## config.mk

```make
export PLATFORM = sky130hd
export DESIGN_NAME = rbhc_top
export DESIGN_NICKNAME = d
export VERILOG_FILES = /design/src/verilog/rbhc_pkg.sv /design/src/verilog/rbhc_top.sv /design/src/verilog/rbhc_skid.sv
export SDC_FILE = /design/constraint.sdc
export NUM_CORES = 1
export LEC_CHECK = 0
export ABC_AREA = 1
export BUFFER_PORTS_ARGS = -buffer_cell sky130_fd_sc_hd__buf_2
export CAP_MARGIN = 15
export CORE_UTILIZATION = 45
export DETAILED_ROUTE_END_ITERATION = 12
export GPL_TIMING_DRIVEN = 0
export PLACE_DENSITY = 0.65
export SYNTH_ARGS = -nofsm -noshare
export SYNTH_HDL_FRONTEND = slang
export SYNTH_HIERARCHICAL = 1
export SYNTH_SLANG_ARGS = --single-unit
```

## constraint.sdc

```tcl
create_clock -name clock_in -period 4.2 [get_ports clock_in]
set_clock_uncertainty 0.1 [all_clocks]
set_input_delay 0.84 -clock clock_in [delete_from_list [all_inputs] [get_ports clock_in]]
set_output_delay 0.84 -clock clock_in [all_outputs]
set_load 0.02 [all_outputs]
```

## src/verilog/rbhc_pkg.sv

```systemverilog
// Shared constants and types for the read-buffer, error-history and capacity command block.
// Assumes byte-wide data-in transfers and 10-byte command descriptor blocks.
package rbhc_pkg;
	localparam logic [7:0]  OP_READ_BUFFER  = 8'h3C;
	localparam logic [7:0]  OP_READ_CAP10   = 8'h25;
	localparam logic [4:0]  MODE_ECHO       = 5'h0A;
	localparam logic [4:0]  MODE_EXP_ECHO   = 5'h1A;
	localparam logic [4:0]  MODE_HISTORY    = 5'h1C;
	localparam logic [7:0]  ID_DIR          = 8'h00;
	localparam logic [7:0]  ID_DIR_SNAP     = 8'h01;
	localparam logic [7:0]  ID_DIR_OWN      = 8'h02;
	localparam logic [7:0]  ID_DIR_OWN_SNAP = 8'h03;
	localparam logic [7:0]  ID_HIST_LO      = 8'h10;
	localparam logic [7:0]  ID_HIST_HI      = 8'hEF;
	localparam logic [7:0]  ID_CLR_OWN      = 8'hFE;
	localparam logic [7:0]  ID_CLR_ALL      = 8'hFF;
	localparam logic [23:0] OFS_MAX         = 24'h00FFFF;
	localparam logic [3:0]  SK_NONE         = 4'h0;
	localparam logic [3:0]  SK_ILLEGAL      = 4'h5;
	localparam logic [7:0]  ASC_NONE        = 8'h00;
	localparam logic [7:0]  ASC_INV_OPCODE  = 8'h20;
	localparam logic [7:0]  ASC_INV_FIELD   = 8'h24;
	localparam logic [7:0]  ASCQ_NONE       = 8'h00;
	localparam logic [7:0]  ASCQ_OP_IN_PROG = 8'h16;
	localparam int          DIR_HDR_BYTES   = 32;
	localparam int          DIR_ENTRY_BYTES = 8;
	localparam int          DIR_FIXED_IDS   = 4;
	localparam logic [23:0] DIR_VERSION_IDX = 24'h000008;
	localparam logic [23:0] DIR_FLAGS_IDX   = 24'h000009;
	localparam logic [23:0] DIR_LEN_MSB_IDX = 24'h00001E;
	localparam logic [23:0] DIR_LEN_LSB_IDX = 24'h00001F;
	localparam int          FLAG_RETRIEVED  = 2;
	localparam int          FLAG_SOURCE     = 1;
	localparam int          FLAG_CLR_SUP    = 0;
	localparam logic [23:0] CAP_REPLY_BYTES = 24'h000008;
	localparam logic [31:0] PI_BYTES        = 32'h00000008;
	localparam int          CDB_OPCODE      = 0;
	localparam int          CDB_MODE        = 1;
	localparam int          CDB_BUFID       = 2;
	localparam int          CDB_OFS         = 3;
	localparam int          CDB_ALLOC       = 6;
	localparam int          CDB_BITS        = 80;

	typedef enum {ST_IDLE, ST_DECODE, ST_GEN, ST_MEMW, ST_PUSH} rbhc_state_t;
	typedef enum logic [1:0] {SRC_CAP, SRC_DIR, SRC_ECHO, SRC_HIST} rbhc_src_t;
endpackage : rbhc_pkg

```

## src/verilog/rbhc_top.sv

```systemverilog
// Command interpreter for echo and error-history buffer reads and the 10-byte capacity read.
// Assumes synchronous inputs, CDB and nexus valid with cmd_valid_in, read data valid in the same
// cycle as mem_rd_out, and capacity inputs stable while a command runs.
`timescale 1ns/1ps
// Contract
// - Expander-communications mode is handled exactly like echo-buffer read mode.
// - Echo read returns lesser of low byte of requested length and last echo write length.
// - IDs 00h/01h return directory, 01h also snapshots; both need offset zero.
// - IDs 02h/03h return directory and take ownership; 03h snapshots; unconstrained.
// - History IDs return data from the given offset, 0000h to FFFFh.
// - FEh clears ownership, FFh also releases snapshot; offset ignored.
// - Constrained ID, foreign owner and existing snapshot give operation-in-progress error.
// - Offset not allowed or not acceptable gives invalid-field-in-CDB error.
// - Directory actions return the directory when ownership allows and the offset is zero.
// - Header: vendor bytes 0-7, version 8, flags 9, zeros, length 30-31 big-endian.
// - From byte 32, one 8-byte entry per supported ID 00h to EFh.
// - Opcode 25h returns the drive capacity information.
// - Capacity reply: max LBA bytes 0-3, block length 4-7, big-endian, data-in.
// - Reported block length counts user data only, without protection bytes.
module rbhc_top
	import rbhc_pkg::*;
#(
	parameter int          NEXUS_W   = 8,
	parameter int          HIST_BUFS = 1,
	parameter logic [23:0] HIST_LEN  = 24'h010000,
	parameter logic [7:0]  VERSION   = 8'h01,
	// Arbitrary neutral vendor identification, eight ASCII characters.
	parameter logic [63:0] VENDOR_ID = 64'h56_45_4E_44_4F_52_20_20
) (
	input  wire logic                  clock_in,
	input  wire logic                  rst_n_in,
	input  wire logic                  cmd_valid_in,
	input  wire logic [CDB_BITS-1:0]   cmd_cdb_in,
	input  wire logic [NEXUS_W-1:0]    cmd_nexus_in,
	output logic                       cmd_ready_out,
	input  wire logic                  echo_written_in,
	input  wire logic [7:0]            echo_len_in,
	input  wire logic [31:0]           cap_max_lba_in,
	input  wire logic [31:0]           cap_block_len_in,
	input  wire logic                  cap_prot_en_in,
	output logic                       mem_rd_out,
	output logic [7:0]                 mem_id_out,
	output logic [23:0]                mem_addr_out,
	input  wire logic [7:0]            mem_data_in,
	output logic                       snap_take_out,
	output logic                       snap_release_out,
	output logic                       din_valid_out,
	output logic [7:0]                 din_data_out,
	input  wire logic                  din_ready_in,
	output logic                       done_out,
	output logic                       chk_out,
	output logic [3:0]                 sense_key_out,
	output logic [7:0]                 asc_out,
	output logic [7:0]                 ascq_out
);
	import rbhc_pkg::*;

	localparam int          DIR_LEN_I = DIR_HDR_BYTES + DIR_ENTRY_BYTES * (DIR_FIXED_IDS + HIST_BUFS);
	localparam logic [23:0] DIR_LEN   = 24'(DIR_LEN_I);
	localparam logic [15:0] DIR_FIELD = 16'(DIR_LEN_I - DIR_HDR_BYTES);
	localparam logic [7:0]  HIST_N    = 8'(HIST_BUFS);

	function automatic logic [7:0] cdb_byte(input logic [CDB_BITS-1:0] c, input int i);
		cdb_byte = c[CDB_BITS-1-8*i -: 8];
	endfunction : cdb_byte

	function automatic logic [7:0] be8(input logic [63:0] w, input logic [2:0] j);
		be8 = w[63-8*j -: 8];
	endfunction : be8

	function automatic logic [23:0] umin(input logic [23:0] a, input logic [23:0] b);
		umin = (a < b) ? a : b;
	endfunction : umin

	rbhc_state_t          state_r;
	rbhc_src_t            src_r;
	logic [CDB_BITS-1:0]  cdb_r;
	logic [NEXUS_W-1:0]   nexus_r;
	logic [NEXUS_W-1:0]   own_r;
	logic                 own_v_r;
	logic                 snap_r;
	logic                 retrieved_r;
	logic [23:0]          cnt_r;
	logic [23:0]          len_r;
	logic [23:0]          base_r;
	logic [7:0]           byte_r;
	logic                 buf_in_ready;

	// Command field decode.
	wire [7:0]  op      = cdb_byte(cdb_r, CDB_OPCODE);
	wire [7:0]  mode_b  = cdb_byte(cdb_r, CDB_MODE);
	wire [4:0]  mode    = mode_b[4:0];
	wire [7:0]  bid     = cdb_byte(cdb_r, CDB_BUFID);
	wire [23:0] ofs     = {cdb_byte(cdb_r, CDB_OFS), cdb_byte(cdb_r, CDB_OFS + 1),
		cdb_byte(cdb_r, CDB_OFS + 2)};
	wire [23:0] alloc   = {cdb_byte(cdb_r, CDB_ALLOC), cdb_byte(cdb_r, CDB_ALLOC + 1),
		cdb_byte(cdb_r, CDB_ALLOC + 2)};
	wire        is_rb   = (op == OP_READ_BUFFER);
	wire        is_cap  = (op == OP_READ_CAP10);
	wire        is_echo = is_rb && (mode == MODE_ECHO || mode == MODE_EXP_ECHO);
	wire        is_hist = is_rb && (mode == MODE_HISTORY);
	wire        id_dir  = (bid <= ID_DIR_OWN_SNAP);
	wire        id_own  = (bid == ID_DIR_OWN) || (bid == ID_DIR_OWN_SNAP);
	wire        id_snap = (bid == ID_DIR_SNAP) || (bid == ID_DIR_OWN_SNAP);
	wire        id_hbuf = (bid >= ID_HIST_LO) && (bid <= ID_HIST_HI);
	wire        id_clr  = (bid >= ID_CLR_OWN);
	wire        id_res  = !(id_dir || id_hbuf || id_clr);
	wire        hb_ok   = id_hbuf && ((bid - ID_HIST_LO) < HIST_N);

	// Foreign owner holding a snapshot blocks every constrained ID.
	wire busy = is_hist && !id_own && own_v_r && (own_r != nexus_r) && snap_r;
	wire ofs_bad = is_hist && (id_res
		|| (id_dir && ofs != 24'h000000)
		|| (id_hbuf && (!hb_ok || ofs > OFS_MAX || ofs >= HIST_LEN)));
	wire err_field = !busy && (ofs_bad || (is_rb && !is_echo && !is_hist)
		|| (is_echo && !echo_written_in));
	wire err_op    = !is_rb && !is_cap;
	wire ok        = !busy && !err_field && !err_op;

	// Reply length and byte source chosen at decode.
	wire [23:0] echo_len = umin({16'h0000, alloc[7:0]}, {16'h0000, echo_len_in});
	wire [23:0] len_sel  = is_cap ? CAP_REPLY_BYTES :
		is_echo ? echo_len :
		(is_hist && id_dir) ? umin(alloc, DIR_LEN) :
		(is_hist && id_hbuf) ? umin(alloc, HIST_LEN - ofs) : 24'h000000;
	wire rbhc_src_t src_sel = is_cap ? SRC_CAP : is_echo ? SRC_ECHO :
		(is_hist && id_hbuf) ? SRC_HIST : SRC_DIR;
	wire [23:0] base_sel = (is_hist && id_hbuf) ? ofs : 24'h000000;

	// Capacity reply bytes, protection bytes taken out of the block length.
	wire [31:0] user_blen = cap_prot_en_in ? (cap_block_len_in - PI_BYTES)
		: cap_block_len_in;
	wire [7:0]  cap_byte  = be8({cap_max_lba_in, user_blen}, cnt_r[2:0]);

	// Directory bytes: header then one entry per supported buffer ID.
	wire [23:0] ent_k    = (cnt_r - 24'(DIR_HDR_BYTES)) >> 3;
	wire [7:0]  ent_id   = (ent_k < 24'(DIR_FIXED_IDS)) ? ent_k[7:0]
		: ID_HIST_LO + ent_k[7:0] - 8'(DIR_FIXED_IDS);
	wire [31:0] ent_len  = (ent_k < 24'(DIR_FIXED_IDS)) ? {8'h00, DIR_LEN} : {8'h00, HIST_LEN};
	wire [7:0]  ent_byte = (cnt_r[2:0] == 3'h0) ? ent_id : be8({32'h0, ent_len}, cnt_r[2:0]);
	wire [7:0]  flags    = 8'(({7'h00, retrieved_r} << FLAG_RETRIEVED)
		| ({7'h00, snap_r} << FLAG_SOURCE) | (8'h01 << FLAG_CLR_SUP));
	wire [7:0]  dir_byte = (cnt_r < 24'h000008) ? be8(VENDOR_ID, cnt_r[2:0]) :
		(cnt_r == DIR_VERSION_IDX) ? VERSION :
		(cnt_r == DIR_FLAGS_IDX) ? flags :
		(cnt_r == DIR_LEN_MSB_IDX) ? DIR_FIELD[15:8] :
		(cnt_r == DIR_LEN_LSB_IDX) ? DIR_FIELD[7:0] :
		(cnt_r < 24'(DIR_HDR_BYTES)) ? 8'h00 : ent_byte;
	wire        src_mem  = (src_r == SRC_ECHO) || (src_r == SRC_HIST);
	wire        last     = (cnt_r + 24'h000001 == len_r);
	wire        pushed   = (state_r == ST_PUSH) && buf_in_ready;
	wire        in_dec   = (state_r == ST_DECODE);

	always_ff @(posedge clock_in or negedge rst_n_in) begin
		if (!rst_n_in) begin
			state_r       <= ST_IDLE;
			cmd_ready_out <= 1'b1;
			cdb_r         <= '0;
			nexus_r       <= '0;
			src_r         <= SRC_CAP;
			len_r         <= '0;
			base_r        <= '0;
			cnt_r         <= '0;
		end else begin
			case (state_r)
				ST_IDLE: if (cmd_valid_in) begin
					cdb_r         <= cmd_cdb_in;
					nexus_r       <= cmd_nexus_in;
					cmd_ready_out <= 1'b0;
					state_r       <= ST_DECODE;
				end
				ST_DECODE: begin
					src_r   <= src_sel;
					len_r   <= len_sel;
					base_r  <= base_sel;
					cnt_r   <= '0;
					state_r <= (ok && len_sel != 24'h000000) ? ST_GEN : ST_IDLE;
					cmd_ready_out <= !(ok && len_sel != 24'h000000);
				end
				ST_GEN: state_r <= src_mem ? ST_MEMW : ST_PUSH;
				ST_MEMW: state_r <= ST_PUSH;
				ST_PUSH: if (buf_in_ready) begin
					cnt_r         <= cnt_r + 24'h000001;
					state_r       <= last ? ST_IDLE : ST_GEN;
					cmd_ready_out <= last;
				end
				default: state_r <= ST_IDLE;
			endcase
		end
	end

	// Byte fetch: internal sources load directly, buffer sources via the read port.
	always_ff @(posedge clock_in or negedge rst_n_in) begin
		if (!rst_n_in) begin
			byte_r       <= '0;
			mem_rd_out   <= 1'b0;
			mem_id_out   <= '0;
			mem_addr_out <= '0;
		end else begin
			mem_rd_out <= (state_r == ST_GEN) && src_mem;
			if (state_r == ST_GEN && src_mem) begin
				mem_id_out   <= (src_r == SRC_HIST) ? bid : 8'h00;
				mem_addr_out <= base_r + cnt_r;
			end
			if (state_r == ST_GEN && !src_mem)
				byte_r <= (src_r == SRC_CAP) ? cap_byte : dir_byte;
			else if (state_r == ST_MEMW)
				byte_r <= mem_data_in;
		end
	end

	// Error-history ownership and snapshot state.
	wire act = in_dec && ok && is_hist;
	always_ff @(posedge clock_in or negedge rst_n_in) begin
		if (!rst_n_in) begin
			own_v_r          <= 1'b0;
			own_r            <= '0;
			snap_r           <= 1'b0;
			retrieved_r      <= 1'b0;
			snap_take_out    <= 1'b0;
			snap_release_out <= 1'b0;
		end else begin
			snap_take_out    <= act && id_snap;
			snap_release_out <= act && bid == ID_CLR_ALL;
			if (act && id_own) begin
				own_v_r <= 1'b1;
				own_r   <= nexus_r;
			end else if (act && id_clr) begin
				own_v_r <= 1'b0;
			end
			if (act && id_snap)
				snap_r <= 1'b1;
			else if (act && bid == ID_CLR_ALL)
				snap_r <= 1'b0;
			if (act && (id_snap || bid == ID_CLR_ALL))
				retrieved_r <= 1'b0;
			else if (pushed && last && src_r == SRC_HIST)
				retrieved_r <= 1'b1;
		end
	end

	// Completion status, one-cycle done with sense data held until the next command.
	always_ff @(posedge clock_in or negedge rst_n_in) begin
		if (!rst_n_in) begin
			done_out      <= 1'b0;
			chk_out       <= 1'b0;
			sense_key_out <= SK_NONE;
			asc_out       <= ASC_NONE;
			ascq_out      <= ASCQ_NONE;
		end else begin
			done_out <= (in_dec && !(ok && len_sel != 24'h000000)) || (pushed && last);
			if (in_dec) begin
				chk_out       <= !ok;
				sense_key_out <= ok ? SK_NONE : SK_ILLEGAL;
				asc_out       <= err_op ? ASC_INV_OPCODE : (err_field ? ASC_INV_FIELD : ASC_NONE);
				ascq_out      <= busy ? ASCQ_OP_IN_PROG : ASCQ_NONE;
			end
		end
	end

	rbhc_skid #(.WIDTH(8)) u_skid (
		.clock_in     (clock_in),
		.rst_n_in     (rst_n_in),
		.in_valid_in  (state_r == ST_PUSH),
		.in_data_in   (byte_r),
		.in_ready_out (buf_in_ready),
		.out_valid_out(din_valid_out),
		.out_data_out (din_data_out),
		.out_ready_in (din_ready_in)
	);
endmodule : rbhc_top

```

## src/verilog/rbhc_skid.sv

```systemverilog
// Two-entry buffer on the data-in byte path with registered outputs.
// Assumes one clock; a stalled drain side holds data and lowers in_ready_out.
`timescale 1ns/1ps
module rbhc_skid #(
	parameter int WIDTH = 8
) (
	input  wire logic             clock_in,
	input  wire logic             rst_n_in,
	input  wire logic             in_valid_in,
	input  wire logic [WIDTH-1:0] in_data_in,
	output logic                  in_ready_out,
	output logic                  out_valid_out,
	output logic      [WIDTH-1:0] out_data_out,
	input  wire logic             out_ready_in
);
	logic             spare_v_r;
	logic [WIDTH-1:0] spare_d_r;
	wire              pop  = out_valid_out & out_ready_in;
	wire              push = in_valid_in & ~spare_v_r;

	assign in_ready_out = ~spare_v_r;

	always_ff @(posedge clock_in or negedge rst_n_in) begin
		if (!rst_n_in) begin
			out_valid_out <= 1'b0;
			out_data_out  <= '0;
			spare_v_r     <= 1'b0;
			spare_d_r     <= '0;
		end else if (spare_v_r) begin
			if (pop) begin
				out_data_out <= spare_d_r;
				spare_v_r    <= 1'b0;
			end
		end else if (push) begin
			if (!out_valid_out || pop) begin
				out_data_out  <= in_data_in;
				out_valid_out <= 1'b1;
			end else begin
				spare_d_r <= in_data_in;
				spare_v_r <= 1'b1;
			end
		end else if (pop) begin
			out_valid_out <= 1'b0;
		end
	end
endmodule : rbhc_skid

```

==> impl_metrics.csv, run 1 <==
group,metric,value,unit
worst_hold_path,hold_class,"in -> async",
sta,finalSetupTns,0,ns
logic_synthesis,ys.flop_type,"dfrtp_1",
setup_path,cp_max_fo,10,
global_routing,grt_pass1_vias,15100,
final_layout,final_cell_mix,"nand2_1, nor2_1, dfrtp_1, buf_2, inv_1",
global_routing,gr-total-overflow,0,
sta,slew_headroom,47.2,%
final_layout,multiInputGateArea,0.00922,mm²
clock_network,h-tree-depth,1,
power_and_ir_drop,p_seq_share,32.9,%
power_and_ir_drop,peakVddDrop,0.000354,V
placement,io_buffers,215,
final_layout,finalNetCount,2757,
floorplanning,ios,241,
clock_network,cts_sinks,232,
logic_synthesis,yosys_warnings,6,
final_layout,final_area,0.0193,mm²
sta,timing.fmax,252,MHz
final_layout,area_growth,18.7,%
drt,drt_first_iter_violations,1047,
setup_path,reg2reg_from,"cdb_r[32]",
global_routing,grt_max_degree,97,
sta,worst_pin_slew,0.792,ns
power_and_ir_drop,p_int,5.54,mW
logic_synthesis,syn_area,0.0162,mm²
placement,pre_cts_ws,-0.265,ns
drt,highest-signal-layer,"met4",
drt,wl_per_cell,17.9,µm
logic_synthesis,yosysSeqAreaShare,35.8,%
setup_path,worstPathCellList,"inv_4 > ha_4 > nand3_4 > nor2_8 > nand2_4 > nor2_4 > xor2_2 > ha_1 > nand2_1 > nor2_1 > and2_4 > nand2_1 > nor2_2 > nand2_2 > nand2_4 > buf_4 > o211ai_1 > nand4_1 > nor2_1 > nand3_1 > nand2_1 > a21oi_1",
sta,finalCritPeriodShare,94.6,%
clock_network,clkLatencyLatePin,0.57,ns
logic_synthesis,synth.area.top_cells,"dfrtp_1, nand2_1, nor2_1",
power_and_ir_drop,p_sw_share,41.7,%
run,maxCapViolCount,0,
logic_synthesis,synth.distinct_cells,66,
final_layout,final_core_util,54.2,%
setup_path,slowest_stage,"dfrtp_2",
drt,dr.pass1.iters,6,
floorplanning,die_x,192,µm
drt,routed-via-count,16200,
power_and_ir_drop,pwr-share-comb,39.3,%
final_layout,drive_gt1_share,18.7,%
floorplanning,core-area,0.0356,mm²
setup_path,slowest_delay,0.47,ns
power_and_ir_drop,p_per_area,493,mW/mm²
setup_path,crit_top_cell,"nand2_1",
setup_path,cp.arrival,4.29,ns
setup_path,crit_type,"reg -> reg",
logic_synthesis,synth_edf_count,0,
floorplanning,start_util,45.7,%
setup_path,r2r_slack,0.23,ns
final_layout,final_common_cell,"nand2_1",
logic_synthesis,yosys.area.top_type_share,35.6,%
sta,setup_ws,0.226,ns
placement,place_congestion,0.925,
logic_synthesis,netlist_instances,2246,
sta,grt_setup_unrepaired,"no",
drt,wl_met3,2930,µm
placement,placedInstanceArea,0.0180,mm²
power_and_ir_drop,p_clk_share,27.7,%
global_routing,grt_pass1_wl,83100,µm
clock_network,ctsHoldBuffers,0,
drt,drc,0,
clock_network,cts_tree,"yes",
drt,finalWirelength,53600,µm
sta,finalMaxSlewViolations,0,
global_routing,grt_use_total,29.0,%
sta,setup_viol,0,
drt,postRouteAntennaNets,0,
power_and_ir_drop,p_leak,9.68,nW
placement,hpwl,42300,µm
drt,wl_met1,24400,µm
clock_network,max-clock-path-buffers,3,
sta,fin_crit,3.97,ns
outcome,outcome,"finished clean",
global_routing,antenna_found_initial,0,
logic_synthesis,yosysTopAreaCell,"dfrtp_1",
floorplanning,dieArea,0.0368,mm²
final_layout,antennaDiodeCount,0,
setup_path,crit_required,4.52,ns
floorplanning,die_h,192,µm
sta,hold_violations,0,
power_and_ir_drop,p_switching,3.95,mW
clock_network,cts_inserted_buffers,28,
logic_synthesis,synth_seq_cells,232,
floorplanning,rows,69,
final_layout,filler_cell_count,3558,
final_layout,seqCellArea,0.00581,mm²
clock_network,root_buffer,"clkbuf_16",
setup_path,crit_start,"cdb_r[32]",
drt,via_per_inst,5.40,
drt,met2WireLength,24500,µm
setup_path,end_kind,"register",
logic_synthesis,syn_avg_cell_area,7.23,µm²
setup_path,start_kind,"register",
clock_network,clk_pin_slew,0.07,ns
logic_synthesis,async_flop_share,100,%
[final cells by class]
| type | instances | area share [%] |
|---|---|---|
| Sequential cell | 232 | 30.2 |
| Clock inverter | 10 | 0.864 |
| Multi-Input combinational cell | 1694 | 47.8 |
| Inverter | 239 | 4.69 |
| Buffer | 93 | 2.73 |
| Tap cell | 461 | 2.99 |
| Timing Repair Buffer | 229 | 6.39 |
| Clock buffer | 41 | 4.36 |
[synth_stat cells, types with 9 or more instances]
cell and count:
nor2_4 9, or2_2 14, nand3b_1 11, nor3_1 28
xor2_1 53, nor2_1 256, o31ai_1 24, nand2_1 541
o211ai_1 28, nor4_1 11, clkbuf_1 41, nand3_1 152
buf_4 25, xnor2_1 32, inv_1 211, inv_2 24
o21ai_2 10, a21oi_1 157, o21ai_1 18, nand4_1 44
nor2_2 10, mux2_2 15, buf_2 15, o21ai_0 96
dfrtp_1 231, o22ai_1 23, nand2_2 10, ha_1 65
[critical path: cells and delay by family (launching register included)]
kind	cells	cell delay [ns]
compound gates	2	0.38
xor+xnor	1	0.27
fa+ha+maj	2	0.44
buf+inv	2	0.34
flops	1	0.47
simple gates	15	1.80
[sequential cells by signal (all words and copies together) (netlist names), 2 cells and up]
register / count
u_skid/out_data_out: 8
base_r: 24
own_r: 8
state_r: 3
mem_id_out: 8
nexus_r: 8
len_r: 24
cnt_r: 24
src_r: 2
byte_r: 8
cdb_r: 69
u_skid/spare_d_r: 8
mem_addr_out: 24
asc_out: 2
[power groups by stage]
| stage | registers, mW | clock network, mW | logic [mW] |
|---|---|---|---|
| 2_1_floorplan | 3.01 | 0 | 2.33 |
| 3_5_place_dp | 3.13 | 0 | 3.41 |
| 4_1_cts | 3.10 | 2.69 | 3.52 |
| 3_3_place_gp | 3.12 | 0 | 3.35 |
| 5_1_grt | 3.18 | 2.77 | 4.12 |
| 6_report | 3.13 | 2.63 | 3.73 |
[cell families after synthesis]
kind of cell    synth area share (%)
compound gates                  14.3
xor+xnor                        4.79
fa+ha+maj                       5.13
buf+inv                         8.58
flops                           35.8
mux                             1.04
other cells                   0.0231
simple gates                    30.4
[per-layer routing]
metal  up-vias  GRT usage (%)
li1       7953              -
met1      7621           39.9
met2       514           47.0
met3        98           3.36
met4         0           10.4
met5         -              0
[through the flow]
| stage | hold slack, ns | power, mW | instances |
|---|---|---|---|
| after floorplan | 0.342 | 5.34 | 2258 |
| after global placement | 0.352 | 6.48 | 2934 |
| after detailed placement | 0.358 | 6.54 | 2936 |
| after CTS | 0.102 | 9.31 | 2991 |
| after global routing | 0.128 | 10.1 | 2999 |
| final | 0.0901 | 9.49 | 2999 |
[repair_timing]
item / 4_1_cts / 5_1_grt
hold endpoints to repair: 0 / 0
gates resized for setup: 11 / 44
setup endpoints to repair: 3 / 3
gates cloned: 0 / 0
buffers inserted: 4 / 8
pin swaps: 3 / 10
[worst paths after layout]
kind                                     endpoint  cells past startpoint
min reg2reg                u_skid/out_data_out[7]                      2
min in group clock_in      u_skid/out_data_out[7]                      2
max reg2reg                            state_r[1]                     22
max                                    state_r[1]                     22
min                                     cdb_r[50]                      1
max in group asynchronous               byte_r[5]                      3
No activity file was read; power rests on OpenSTA's default activity.
==> run 2: changes to the inputs <==
--- a/config.mk
+++ b/config.mk
@@ -11,7 +11,7 @@
 export CORE_UTILIZATION = 45
 export DETAILED_ROUTE_END_ITERATION = 12
 export GPL_TIMING_DRIVEN = 0
-export PLACE_DENSITY = 0.65
+export PLACE_DENSITY_LB_ADDON = 0.08
 export SYNTH_ARGS = -nofsm -noshare
 export SYNTH_HDL_FRONTEND = slang
 export SYNTH_HIERARCHICAL = 1
==> run 2 against run 1 <==
  * Sequential share of layout area grew 0.28 points
  * Largest power group unchanged
  * Critical path type unchanged
  * Die area unchanged
  * Routed wire length is 0.86% lower
==> impl_metrics.csv, run 2 (synthesis gave the netlist of run 1 again) <==
group,metric,value,unit
setup_path,r2r_slack,0.19,ns
sta,finalCritPeriodShare,95.6,%
clock_network,h-tree-depth,1,
floorplanning,dieArea,0.0368,mm²
final_layout,final-instance-count-excl-fill,2995,
setup_path,r2r_end,"cmd_ready_out",
final_layout,drive_gt1_share,18.4,%
global_routing,antenna_found_initial,0,
drt,drc,0,
final_layout,seqCellArea,0.00581,mm²
clock_network,cts_inserted_buffers,27,
floorplanning,die_x,192,µm
power_and_ir_drop,p_per_area,478,mW/mm²
final_layout,antennaDiodeCount,0,
global_routing,grt_max_degree,96,
sta,finalMaxSlewViolations,0,
sta,fin_crit,4.01,ns
global_routing,grt_use_total,28.7,%
global_routing,gr-usage-met2,46.9,%
sta,hold_violations,0,
clock_network,clkLatencyLatePin,0.56,ns
floorplanning,die_h,192,µm
setup_path,end_kind,"register",
drt,wl_per_cell,17.7,µm
floorplanning,ios,241,
final_layout,top_register,"cdb_r",
final_layout,largest_register_ffs,69,
sta,setup_viol,0,
drt,via_per_inst,5.37,
global_routing,grtUsageMet3,2.63,%
placement,io_buffers,215,
clock_network,root_buffer,"clkbuf_16",
final_layout,multiInputGateArea,0.00918,mm²
setup_path,crit_type,"reg -> reg",
power_and_ir_drop,peakVddDrop,0.000483,V
drt,drt_first_iter_violations,1159,
global_routing,gr-total-overflow,0,
final_layout,filler_cell_count,3574,
setup_path,reg2reg_from,"cdb_r[32]",
drt,finalWirelength,53200,µm
floorplanning,rows,69,
global_routing,busiest_layer,"met2",
final_layout,final_common_cell,"nand2_1",
clock_network,cts_tree,"yes",
global_routing,grt_pass1_vias,15000,
placement,hpwl,42100,µm
clock_network,max-clock-path-buffers,3,
setup_path,crit_buf_inv,2,
final_layout,final_cell_mix,"nand2_1, nor2_1, dfrtp_1, buf_2, inv_1",
clock_network,cts_sinks,232,
outcome,outcome,"finished clean",
setup_path,crit_required,4.60,ns
drt,routed-via-count,16100,
placement,dp.cells,2936,
worst_hold_path,hold_class,"in -> async",
final_layout,area_growth,17.6,%
drt,postRouteAntennaNets,0,
setup_path,crit_top_cell,"nand2_1",
sta,slew_headroom,45.5,%
drt,dr.pass1.iters,6,
run,maxCapViolCount,0,
setup_path,reg2reg_depth,26,
setup_path,start_kind,"register",
sta,setup_ws,0.186,ns
floorplanning,start_util,45.7,%
setup_path,slowest_stage,"dfrtp_2",
global_routing,gr-usage-met1,40.2,%
setup_path,cp_max_fo,8,
final_layout,finalNetCount,2755,
sta,timing.fmax,249,MHz
clock_network,clk_pin_slew,0.06,ns
placement,place_congestion,0.931,
setup_path,slowest_delay,0.42,ns
setup_path,cp.arrival,4.41,ns
clock_network,ctsHoldBuffers,0,
global_routing,grt_pass1_wl,82200,µm
power_and_ir_drop,p_leak,9.61,nW
floorplanning,core-area,0.0356,mm²
placement,pre_cts_ws,-0.351,ns
sta,worst_pin_slew,0.818,ns
setup_path,critPathTopFamily,"simple AND/OR/NAND/NOR gates",
==> run 2: changes by cell type in the layout (fill, tap and decap cells not counted), sizes merged <==
cell,before,now
bufinv,4,1
inv,237,236
clkinv,6,7
clkinvlp,2,5
clkbuf,84,80
==> run 2: worst max-delay path by stage <==
stage	cells past startpoint	end	slack, ns	startpoint
after detailed placement	23	done_out	-0.35	cdb_r[32]
after floorplan	22	state_r[1]	0.76	cdb_r[32]
after global placement	1	cdb_r[54]	-2.05	rst_n_in
final	26	cmd_ready_out	0.19	cdb_r[32]
after global routing	26	state_r[1]	-0.002	cdb_r[43]
after CTS	25	cmd_ready_out	0.02	cdb_r[37]
==> run 2: where the power goes <==
group	switching (mW)	internal, mW	total [mW]	leakage (nW)
Sequential	0.454	2.68	3.13	2.96
Clock	0.981	1.38	2.36	0.427
Combinational	2.45	1.19	3.64	6.22
Total	3.89	5.25	9.14	9.61
==> run 2: repair_timing <==
item | CTS | global route
resized for setup | 14 | 27
pin swaps | 0 | 6
endpoints found under the setup margin | 3 | 3
setup buffers | 2 | 9
==> run 2: routing by layer <==
layer  wire (µm)  vias up
li1            -     7946
met4        1460        0
met1       24800     7557
met5           0        -
met3        2680       77
met2       24300      512
==> run 2: layout make-up <==
cell class	count	share of cell area, %
Tap cell	461	3.02
Clock buffer	38	4.17
Multi-Input combinational cell	1694	48.0
Sequential cell	232	30.4
Inverter	239	4.74
Clock inverter	10	0.517
Timing Repair Buffer	228	6.41
Buffer	93	2.67
==> run 2: metrics by stage <==
step	hold WS (ns)	TNS, ns	utilization, %	instance area (µm²)	total power [mW]
after detailed placement	0.353	-0.938	50.6	18000	6.56
after global placement	0.352	-469.24	50.4	17900	6.48
after CTS	0.101	0	53.3	19000	9.04
after floorplan	0.342	0	-	16300	5.34
final	0.104	0	53.7	19100	9.14
after global routing	0.122	-0.00218	53.7	19100	9.74
==> run 2: worst register-to-register path: stages (launching register included) <==
cell and delay (ns):
dfrtp_2 0.42, inv_4 0.10, ha_4 0.17, nand3_4 0.14, nor2_8 0.16, nand3_1 0.14, o21ai_2 0.23, xor2_2 0.24
ha_1 0.27, nand2_1 0.07, nor2_1 0.04, and2_2 0.21, nand2_1 0.08, nor2_1 0.05, nand2_2 0.14, nand2_4 0.13
nand2_4 0.15, inv_2 0.07, nand2_1 0.06, nand2_1 0.14, nor2_1 0.13, nand3_1 0.11, nor2_1 0.21, nand3_1 0.15
nand2_1 0.09, nand2_1 0.06, nand3_1 0.09
==> run 3: changes to the inputs <==
--- a/config.mk
+++ b/config.mk
@@ -11,7 +11,7 @@
 export CORE_UTILIZATION = 45
 export DETAILED_ROUTE_END_ITERATION = 12
 export GPL_TIMING_DRIVEN = 0
-export PLACE_DENSITY_LB_ADDON = 0.08
+export PLACE_DENSITY = 0.68
 export SYNTH_ARGS = -nofsm -noshare
 export SYNTH_HDL_FRONTEND = slang
 export SYNTH_HIERARCHICAL = 1
==> run 3 against run 2 <==
  * Register-to-register slack barely moved
  * Final cell count fell by 0.10%
  * Clock power barely moved
  * Critical path depth fell by 1
  * Die area did not move
  * Hold slack improved by 0.0015 ns
  * Via count rose by 1.2%
  * Flip-flop and latch count did not move
  * Largest cell class unchanged
  * Highest routed layer unchanged
==> impl_metrics.csv, run 3 (synthesis gave the netlist of run 1 again) <==
group,metric,value,unit
final_layout,final_cell_mix,"nand2_1, nor2_1, dfrtp_1, buf_2, inv_1",
clock_network,h-tree-depth,1,
drt,finalWirelength,52900,µm
placement,io_buffers,215,
sta,fin_crit,4.01,ns
floorplanning,dieArea,0.0368,mm²
power_and_ir_drop,power.total,9.13,mW
drt,drt_first_iter_violations,1258,
drt,postRouteAntennaNets,0,
sta,slew_headroom,45.7,%
sta,hold_violations,0,
outcome,outcome,"finished clean",
drt,dr.pass1.iters,6,
floorplanning,die_h,192,µm
clock_network,cts_sinks,232,
sta,finalCritPeriodShare,95.4,%
placement,placedInstanceArea,0.0180,mm²
power_and_ir_drop,peakVddDrop,0.000442,V
clock_network,clk_pin_slew,0.06,ns
floorplanning,core-area,0.0356,mm²
setup_path,end_kind,"register",
final_layout,finalNetCount,2756,
clock_network,ctsHoldBuffers,0,
final_layout,top_register,"cdb_r",
placement,hpwl,41900,µm
drt,drc,0,
setup_path,crit_buf_inv,3,
setup_path,crit_top_cell,"nand2_1",
final_layout,drive_gt1_share,18.0,%
final_layout,area_growth,17.6,%
setup_path,critPathTopFamily,"simple AND/OR/NAND/NOR gates",
global_routing,grt_pass1_vias,15300,
setup_path,crit_type,"reg -> reg",
floorplanning,die_x,192,µm
floorplanning,ios,241,
clock_network,clkLatencyLatePin,0.56,ns
global_routing,grt_use_total,28.6,%
placement,place_congestion,0.982,
setup_path,crit_required,4.57,ns
sta,timing.fmax,249,MHz
final_layout,final_area,0.0191,mm²
run,maxCapViolCount,0,
power_and_ir_drop,p_int,5.29,mW
setup_path,slowest_stage,"dfrtp_2",
final_layout,largest_register_ffs,69,
final_layout,antennaDiodeCount,0,
final_layout,final_common_cell,"nand2_1",
setup_path,slowest_delay,0.45,ns
clock_network,root_buffer,"clkbuf_16",
drt,routed-via-count,16300,
sta,setup_viol,0,
clock_network,cts_tree,"yes",
floorplanning,start_util,45.7,%
final_layout,final_core_util,53.7,%
sta,grt_setup_unrepaired,"yes",
power_and_ir_drop,p_sw_share,42.1,%
global_routing,gr-total-overflow,0,
sta,finalMaxSlewViolations,0,
power_and_ir_drop,p_switching,3.84,mW
global_routing,grt_max_degree,92,
power_and_ir_drop,pwr-share-comb,39.7,%
power_and_ir_drop,p_per_area,478,mW/mm²
setup_path,cp.arrival,4.38,ns
setup_path,cp_max_fo,8,
drt,wl_per_cell,17.7,µm
setup_path,start_kind,"register",
sta,worst_pin_slew,0.815,ns
drt,via_per_inst,5.44,
worst_hold_path,hold_class,"in -> async",
floorplanning,rows,69,
global_routing,grt_pass1_wl,82300,µm
power_and_ir_drop,p_seq_share,34.2,%
clock_network,cts_inserted_buffers,26,
global_routing,antenna_found_initial,0,
clock_network,max-clock-path-buffers,3,
power_and_ir_drop,p_clk_share,26.1,%
power_and_ir_drop,p_leak,9.63,nW
==> run 3: path summary, 6_finish.rpt <==
path | startpoint | endpoint | slack, ns | depth (start not counted)
hold / removal | rst_n_in | cdb_r[51] | 0.11 | 1
setup / recovery | cdb_r[32] | cmd_ready_out | 0.19 | 25
hold reg to reg | u_skid/out_data_out[2] | u_skid/out_data_out[2] | 0.37 | 2
setup reg to reg | cdb_r[32] | cmd_ready_out | 0.19 | 25
min in group clock_in | u_skid/out_data_out[2] | u_skid/out_data_out[2] | 0.37 | 2
max in group asynchronous | rst_n_in | cmd_ready_out | 3.01 | 2
==> run 3: repair_timing <==
| action | in CTS | in global routing |
|---|---|---|
| endpoints found under the setup margin | 3 | 3 |
| pin swaps | 3 | 9 |
| buffers inserted | 3 | 10 |
| gates resized for setup | 9 | 29 |
==> run 3: power groups by stage <==
stage	Clock, mW	Combinational [mW]	Sequential (mW)
after floorplan	0	2.33	3.01
after global placement	0	3.31	3.12
after detailed placement	0	3.41	3.14
after CTS	2.42	3.47	3.11
after global routing	2.50	4.05	3.19
final	2.39	3.62	3.13
==> run 3: through the flow <==
step / hold WS [ns] / setup TNS (ns) / std cells / setup slack [ns]
detailed placement: 0.357 / -0.545 / 2936 / -0.197
global placement: 0.354 / -431.92 / 2934 / -1.90
floorplan: 0.342 / 0 / 2258 / 0.764
CTS: 0.128 / 0 / 2982 / 0.0536
finish: 0.106 / 0 / 2992 / 0.192
global route: 0.149 / -0.0499 / 2992 / -0.0189
==> run 3: layer usage <==
metal  wire (µm)  track usage [%]  share of wire, %  vias up
met2       24500             47.4                46      552
li1            -                -                 -     7943
met5           0                0                 0        -
met3        2980             2.54               5.6       90
met4        1920             10.9               3.6        0
met1       23400             38.6                44     7697
==> run 3: final cells by class <==
| class | count | area, µm² |
|---|---|---|
| clock inverters | 6 | 114 |
| well taps | 461 | 577 |
| plain buffers | 93 | 510 |
| flip-flops and latches | 232 | 5810 |
| clock buffers | 37 | 763 |
| multi-input cells | 1694 | 9180 |
| repair buffers | 230 | 1240 |
| fillers | 3582 | 16500 |
| inverters | 239 | 902 |
